## src/pkg/sor_pkg.sv

```systemverilog
// Package with register numbers, frame places and timing for the output block
package sor_pkg;
  localparam int unsigned CHANNELS      = 16;
  localparam int unsigned BYTE_W        = 8;
  // Acyclic register numbers
  localparam logic [7:0]  REG_SWITCH_LO = 8'h02;
  localparam logic [7:0]  REG_SWITCH_HI = 8'h03;
  localparam logic [7:0]  REG_FAULT_LO  = 8'h1E;
  localparam logic [7:0]  REG_FAULT_HI  = 8'h1F;
  // Cyclic frame places, standard model
  localparam logic [1:0]  STD_POS_SW_LO = 2'h0;
  localparam logic [1:0]  STD_POS_SW_HI = 2'h1;
  localparam logic [1:0]  STD_POS_FT_LO = 2'h2;
  localparam logic [1:0]  STD_POS_FT_HI = 2'h3;
  // Byte places inside the CAN object, bus-controller model
  localparam logic [1:0]  BC_POS_SW_LO  = 2'h0;
  localparam logic [1:0]  BC_POS_SW_HI  = 2'h1;
  localparam int unsigned BC_SLOTS      = 2;
  // Function model codes
  localparam logic [7:0]  MODEL_STD     = 8'h00;
  localparam logic [7:0]  MODEL_BC      = 8'hFE;
  // Reset values
  localparam logic [15:0] SWITCH_RST    = 16'h0000;
  localparam logic [15:0] FAULT_RST     = 16'h0000;
  // Sync-to-output delay, must stay below 60 us
  localparam int unsigned CLK_HZ        = 40000000;
  localparam int unsigned APPLY_DLY_NS  = 1000;
  localparam int unsigned APPLY_CYC     =
    (APPLY_DLY_NS * (CLK_HZ / 1000000) + 999) / 1000;
  localparam int unsigned MAX_DLY_NS    = 60000;
endpackage : sor_pkg

```

## src/core/sor_channel.sv

```systemverilog
// One output channel: drive level and mismatch monitor
`timescale 1ns/1ps
module sor_channel
(
  // Clock and reset
  input  wire logic clk_i,
  input  wire logic rst_i,
  // Control
  input  wire logic apply_i,
  input  wire logic cmd_i,
  input  wire logic sense_i,
  // Results
  output logic      drive_o,
  output logic      fault_o
);
  logic drive_q, drive_d;
  logic fault_q, fault_d;
  logic blank_q, blank_d;

  always_comb
  begin
    drive_d = drive_q;
    fault_d = fault_q;
    blank_d = 1'b0;
    if (apply_i && (cmd_i != drive_q))
    begin
      drive_d = cmd_i;
      fault_d = 1'b0;
      blank_d = 1'b1;
    end
    else if (!blank_q)
    begin
      // Skip one cycle after a switch so the sense can settle
      fault_d = (sense_i != drive_q);
    end
  end

  always_ff @(posedge clk_i or posedge rst_i)
  begin
    if (rst_i)
    begin
      drive_q <= 1'b0;
      fault_q <= 1'b0;
      blank_q <= 1'b0;
    end
    else
    begin
      drive_q <= drive_d;
      fault_q <= fault_d;
      blank_q <= blank_d;
    end
  end

  assign drive_o = drive_q;
  assign fault_o = fault_q;
endmodule // sor_channel

```

## src/core/sor_output_module.sv

```systemverilog
// Sixteen-channel output module: cyclic frame, acyclic registers, monitor
// Contract
// - Standard model uses fixed cyclic frame places
// - Acyclic access selects by register number
// - Register 2 / place 0 switches outputs 1-8
// - Register 3 / place 1 switches outputs 9-16
// - Register 30 reports faults 1-8, place 2
// - Register 31 reports faults 9-16, place 3
// - Bus-controller model: switching at places 0,1
// - Bus-controller attachment occupies two digital slots
// - Bits drive channels after sync, under 60us
// - Fault on mismatch; command change clears monitor
// - Any monitor status change raises error
`timescale 1ns/1ps
module sor_output_module
#(
  parameter int unsigned APPLY_CYCLES = sor_pkg::APPLY_CYC
)
(
  // Clock and reset
  input  wire logic        clk_i,
  input  wire logic        rst_i,
  // Function model select
  input  wire logic        model_bc_i,
  // Cyclic frame
  input  wire logic        cyc_wr_i,
  input  wire logic [1:0]  cyc_pos_i,
  input  wire logic [7:0]  cyc_wdata_i,
  input  wire logic [1:0]  cyc_rpos_i,
  output logic      [7:0]  cyc_rdata_o,
  output logic             cyc_rvalid_o,
  // Acyclic register access
  input  wire logic        acy_wr_i,
  input  wire logic        acy_rd_i,
  input  wire logic [7:0]  acy_reg_i,
  input  wire logic [7:0]  acy_wdata_i,
  output logic      [7:0]  acy_rdata_o,
  output logic             acy_ack_o,
  output logic             acy_err_o,
  // Network cycle
  input  wire logic        network_sync_event_i,
  // Channels
  input  wire logic [15:0] sense_i,
  output logic      [15:0] switch_o,
  output logic      [15:0] fault_o,
  output logic             error_msg_o,
  output logic      [1:0]  slot_count_o
);
  localparam int unsigned CW = $clog2(APPLY_CYCLES + 1);

  // Delay must land before the sync limit, so refuse it at elaboration
  if (APPLY_CYCLES < 1 ||
      APPLY_CYCLES * (1000000000 / sor_pkg::CLK_HZ) >= sor_pkg::MAX_DLY_NS)
  begin : g_bad_apply
    $error("APPLY_CYCLES out of range");
  end

  logic [15:0]   shadow_q, shadow_d;
  logic [CW-1:0] cnt_q, cnt_d;
  logic          pend_q, pend_d;
  logic          apply;
  logic [15:0]   fault_w;
  logic [15:0]   fault_prev_q;
  logic [7:0]    cyc_rdata_d, acy_rdata_d;
  logic          cyc_rvalid_d, acy_ack_d, acy_err_d, err_d;

  // Master writes land in a shadow; channels take it after sync delay
  always_comb
  begin
    shadow_d = shadow_q;
    if (cyc_wr_i)
    begin
      // Both models put switching bytes at places 0 and 1
      if (cyc_pos_i == (model_bc_i ? sor_pkg::BC_POS_SW_LO
                                   : sor_pkg::STD_POS_SW_LO))
        shadow_d[7:0] = cyc_wdata_i;
      else if (cyc_pos_i == (model_bc_i ? sor_pkg::BC_POS_SW_HI
                                        : sor_pkg::STD_POS_SW_HI))
        shadow_d[15:8] = cyc_wdata_i;
    end
    if (acy_wr_i)
    begin
      if (acy_reg_i == sor_pkg::REG_SWITCH_LO)
        shadow_d[7:0] = acy_wdata_i;
      else if (acy_reg_i == sor_pkg::REG_SWITCH_HI)
        shadow_d[15:8] = acy_wdata_i;
    end
  end

  // Fixed delay from sync to channel update
  always_comb
  begin
    cnt_d  = cnt_q;
    pend_d = pend_q;
    apply  = 1'b0;
    if (network_sync_event_i)
    begin
      pend_d = 1'b1;
      cnt_d  = CW'(APPLY_CYCLES - 1);
    end
    else if (pend_q)
    begin
      if (cnt_q == '0)
      begin
        apply  = 1'b1;
        pend_d = 1'b0;
      end
      else
        cnt_d = cnt_q - CW'(1);
    end
  end

  genvar g;
  generate
    for (g = 0; g < sor_pkg::CHANNELS; g++)
    begin : g_ch
      sor_channel u_ch
      (
        .clk_i   (clk_i),
        .rst_i   (rst_i),
        .apply_i (apply),
        .cmd_i   (shadow_q[g]),
        .sense_i (sense_i[g]),
        .drive_o (switch_o[g]),
        .fault_o (fault_w[g])
      );
    end
  endgenerate

  // Read paths: cyclic by place, acyclic by number
  always_comb
  begin
    cyc_rdata_d  = 8'h00;
    cyc_rvalid_d = 1'b0;
    if (!model_bc_i)
    begin
      // Status has no cyclic place in the bus-controller model
      if (cyc_rpos_i == sor_pkg::STD_POS_FT_LO)
      begin
        cyc_rdata_d  = fault_w[7:0];
        cyc_rvalid_d = 1'b1;
      end
      else if (cyc_rpos_i == sor_pkg::STD_POS_FT_HI)
      begin
        cyc_rdata_d  = fault_w[15:8];
        cyc_rvalid_d = 1'b1;
      end
    end
    acy_rdata_d = 8'h00;
    acy_ack_d   = acy_rd_i | acy_wr_i;
    acy_err_d   = 1'b0;
    if (acy_rd_i)
    begin
      case (acy_reg_i)
        sor_pkg::REG_FAULT_LO: acy_rdata_d = fault_w[7:0];
        sor_pkg::REG_FAULT_HI: acy_rdata_d = fault_w[15:8];
        default:               acy_err_d   = 1'b1;
      endcase
    end
    else if (acy_wr_i)
    begin
      case (acy_reg_i)
        sor_pkg::REG_SWITCH_LO: acy_err_d = 1'b0;
        sor_pkg::REG_SWITCH_HI: acy_err_d = 1'b0;
        default:                acy_err_d = 1'b1;
      endcase
    end
    err_d = (fault_w != fault_prev_q);
  end

  always_ff @(posedge clk_i or posedge rst_i)
  begin
    if (rst_i)
    begin
      shadow_q     <= sor_pkg::SWITCH_RST;
      cnt_q        <= '0;
      pend_q       <= 1'b0;
      fault_prev_q <= sor_pkg::FAULT_RST;
      cyc_rdata_o  <= 8'h00;
      cyc_rvalid_o <= 1'b0;
      acy_rdata_o  <= 8'h00;
      acy_ack_o    <= 1'b0;
      acy_err_o    <= 1'b0;
      error_msg_o  <= 1'b0;
    end
    else
    begin
      shadow_q     <= shadow_d;
      cnt_q        <= cnt_d;
      pend_q       <= pend_d;
      fault_prev_q <= fault_w;
      cyc_rdata_o  <= cyc_rdata_d;
      cyc_rvalid_o <= cyc_rvalid_d;
      acy_rdata_o  <= acy_rdata_d;
      acy_ack_o    <= acy_ack_d;
      acy_err_o    <= acy_err_d;
      error_msg_o  <= err_d;
    end
  end

  assign fault_o      = fault_w;
  assign slot_count_o = model_bc_i ? 2'(sor_pkg::BC_SLOTS) : 2'h0;
endmodule // sor_output_module

```

## config.mk

```make
export PLATFORM = sky130hd
export DESIGN_NAME = sor_output_module
export DESIGN_NICKNAME = d
export VERILOG_FILES = /design/src/pkg/sor_pkg.sv /design/src/core/sor_channel.sv /design/src/core/sor_output_module.sv
export SDC_FILE = /design/constraint.sdc
export NUM_CORES = 1
export LEC_CHECK = 0
export ABC_AREA = 1
export BUFFER_PORTS_ARGS = -buffer_cell sky130_fd_sc_hd__buf_2
export CAP_MARGIN = 10
export CORE_UTILIZATION = 35
export DETAILED_ROUTE_END_ITERATION = 16
export SYNTH_ARGS = -nofsm -noshare
export SYNTH_HDL_FRONTEND = slang
export SYNTH_SLANG_ARGS = --single-unit
```

## constraint.sdc

```tcl
create_clock -name clk_i -period 2.9 [get_ports clk_i]
set_input_delay 0.145 -clock clk_i [delete_from_list [all_inputs] [get_ports clk_i]]
set_output_delay 0.145 -clock clk_i [all_outputs]
set_load 0.01 [all_outputs]
```

==> impl_metrics.json <==
{
  "critPathLaunchType": "flop",
  "cts_resized": 0,
  "layout-drive-gt1-share_pct": 23.04,
  "synth.yosys.seq_area_share_pct": 50.98,
  "syn2layout_area_growth_pct": 14.98,
  "synth-compound-area-share_pct": 10.43,
  "worst_ep_arrival_time_ns": 2.06,
  "ctsRootBufferMaster": "clkbuf_16",
  "grt-ovfl-total": 0,
  "rows": 44,
  "synth_top_family_by_area": "simple AND/OR/NAND/NOR gates",
  "hold_path_class": "in -> reg",
  "cts_tree": "yes",
  "fillers": 1509,
  "netlist_instances": 626,
  "cp-end-kind": "flop",
  "syn_area_um2": 5253,
  "muxShareOfSynthArea_pct": 0,
  "synthSimpleGateAreaFrac_pct": 22.20,
  "final_common_cell": "nand2_1",
  "ant_nets": 0,
  "die_w_um": 124.5,
  "ys_seq_elements": 107,
  "dpl.hpwl_um": 8512,
  "yosysWarnings": 0,
  "setup_tns_ns": 0,
  "ir_drop_uv": 280.7,
  "core_area_um2": 14590,
  "setup_violations": 0,
  "dieArea_um2": 15500,
  "rsz0062_at_grt": "no",
  "hold_slack_ns": 0.03897,
  "max_slew_margin_pct": 47.62,
  "drc": 0,
  "multi_input_area_um2": 1936,
  "globalplace.congestion": 0.7320,
  "mostFrequentLayoutCells": "nand2_1, dfrtp_1, buf_2, inv_1, o21ai_0",
  "clock.fmax_ghz": 0.5514,
  "clkLatencyLatePin_ns": 0.34,
  "routedWlPerCell_um": 12.70,
  "synthAdderAreaFrac_pct": 0.4764,
  "die_h_um": 124.5,
  "routed_wl_um": 11260,
  "synth-xor-area-share_pct": 3.668,
  "clock_path_buffers": 2,
  "antenna_found_initial": 0,
  "status": "completed",
  "cts_buffers": 9,
  "hold_buffers": 1,
  "hold_viol_final": 0,
  "grt_max_degree": 37,
  "period_minus_slack_ns": 1.814,
  "cellPowerDensity_nw_per_um2": 548.2,
  "power.leakage_nw": 3.448,
  "clock-sinks": 107,
  "initial_utilization_pct": 36.00,
  "postSynthAreaPerCell_um2": 8.391,
  "ys_types": 27,
  "port_buffers": 103,
  "firstDrtPassIters": 4,
  "regArea_um2": 2678,
  "ios": 105,
  "clk_pin_slew_ns": 0.07,
  "tightest_slew_ns": 0.7840,
  "post_cts_buffers": 0,
  "max_cap_violations": 0,
  "crit_fanout": 32,
  "clock_skew_ns": 0.005535,
  "r2r_setup_slack_ns": 1.09,
  "grt_pass1_wl_um": 19090,
  "drv_slew": 0,
  "criticalPathCategory": "reg -> reg",
  "dpl_worst_slack_ns": 1.050,
  "groute.usage.overall_pct": 15.38,
  "htreeDepth": 3,
  "period_share_pct": 62.54,
  "n_antenna_cell": 0,
  "drt_iter0_drc": 202,
  "grt_pass1_vias": 3725,
  "layout.cells.non_filler": 887,
  "dp_cells": 870,
  "via_per_inst": 4.499,
  "final_nets": 751,
  "synthesis.nets": 679,
  "routed-via-count": 3991,
  "required_ns": 3.14,
  "fin_ws_ns": 1.086
}
[worst max-delay path, cell delays in order, from the launching register on]
cell and delay, ns:
dfrtp_1 0.37, inv_1 0.12, ha_1 0.21, nand3_4 0.24
nor2_8 0.49, nand2_1 0.14, nand2_1 0.09, inv_1 0.03
[layout make-up]
class	instances	area share, %
well taps	184	3.812
clock inverters	5	1.367
flip-flops and latches	107	44.33
multi-input cells	394	32.05
inverters	79	4.972
clock buffers	11	4.185
repair buffers	107	9.281
[state kept, by name, indices dropped and copies added, names as in the netlist]
signal,flops
cyc_rdata_o,8
fault_prev_q,16
g_ch.u_ch.blank_q,16
acy_err_o,1
shadow_q,16
acy_rdata_o,8
cnt_q,6
g_ch.u_ch.fault_o,16
acy_ack_o,1
error_msg_o,1
g_ch.u_ch.drive_o,16
pend_q,1
cyc_rvalid_o,1
[per-layer routing]
layer / GRT usage, % / vias to the layer above / wire (µm)
met2: 25.02 / 80 / 5239
li1: - / 2065 / -
met4: 3.614 / 0 / 116
met5: 0 / - / 0
met1: 20.50 / 1838 / 5418
met3: 3.866 / 8 / 489
[cells by family after synthesis]
logic type | count (synthesis)
simple gates | 270
buf+inv | 125
flops | 107
compound gates | 99
xor+xnor | 22
fa+ha+maj | 2
other cells | 1
[cell usage after synthesis]
master,count,area [µm²]
nor2_4,2,22.52
inv_2,1,3.750
nand3_1,28,140.1
nand2_2,14,87.58
nand3_4,1,17.52
nor2_1,31,116.4
buf_6,4,45.04
o21ai_0,48,240.2
buf_2,3,15.01
nand4_1,2,12.51
buf_4,36,270.3
o21ai_2,14,122.6
inv_1,77,289.0
xor2_1,22,192.7
nand3b_4,1,20.02
o21ai_1,5,25.02
clkbuf_1,2,7.510
clkinv_1,1,3.750
a21oi_1,32,160.2
clkbuf_2,1,5.000
conb_1,1,3.750
nand2_1,185,694.4
nor2_8,1,20.02
dfrtp_1,107,2678
nand3_2,1,10.01
ha_1,2,25.02
nor2_2,4,25.02
[report_power, final]
group          internal (mW)  leakage (nW)  total [mW]  switching (mW)
registers               1.56          1.36        1.64          0.0830
clock network          0.809         0.167        1.35           0.541
logic                  0.130          1.92       0.316           0.186
total                   2.50          3.45        3.31           0.810
[worst paths after layout]
check / start / cells after the start / to
setup / recovery: cnt_q[0] / 7 / g_ch[10].u_ch.fault_o
hold / removal: acy_rd_i / 3 / acy_err_o
setup reg to reg: cnt_q[0] / 7 / g_ch[10].u_ch.fault_o
hold reg to reg: cnt_q[0] / 2 / cnt_q[0]
max in group asynchronous: rst_i / 4 / shadow_q[14]
min in group asynchronous: rst_i / 3 / acy_rdata_o[3]
[metrics by stage]
step / power (mW) / instance area (µm²) / utilization [%]
after detailed placement: 1.996 / 5694 / 39.03
after CTS: 3.352 / 6040 / 41.40
after global placement: 1.991 / 5694 / 39.03
after global routing: 3.465 / 6040 / 41.40
final: 3.311 / 6040 / 41.40
after floorplan: 1.879 / 5256 / -
No activity file was read; power rests on OpenSTA's default activity.
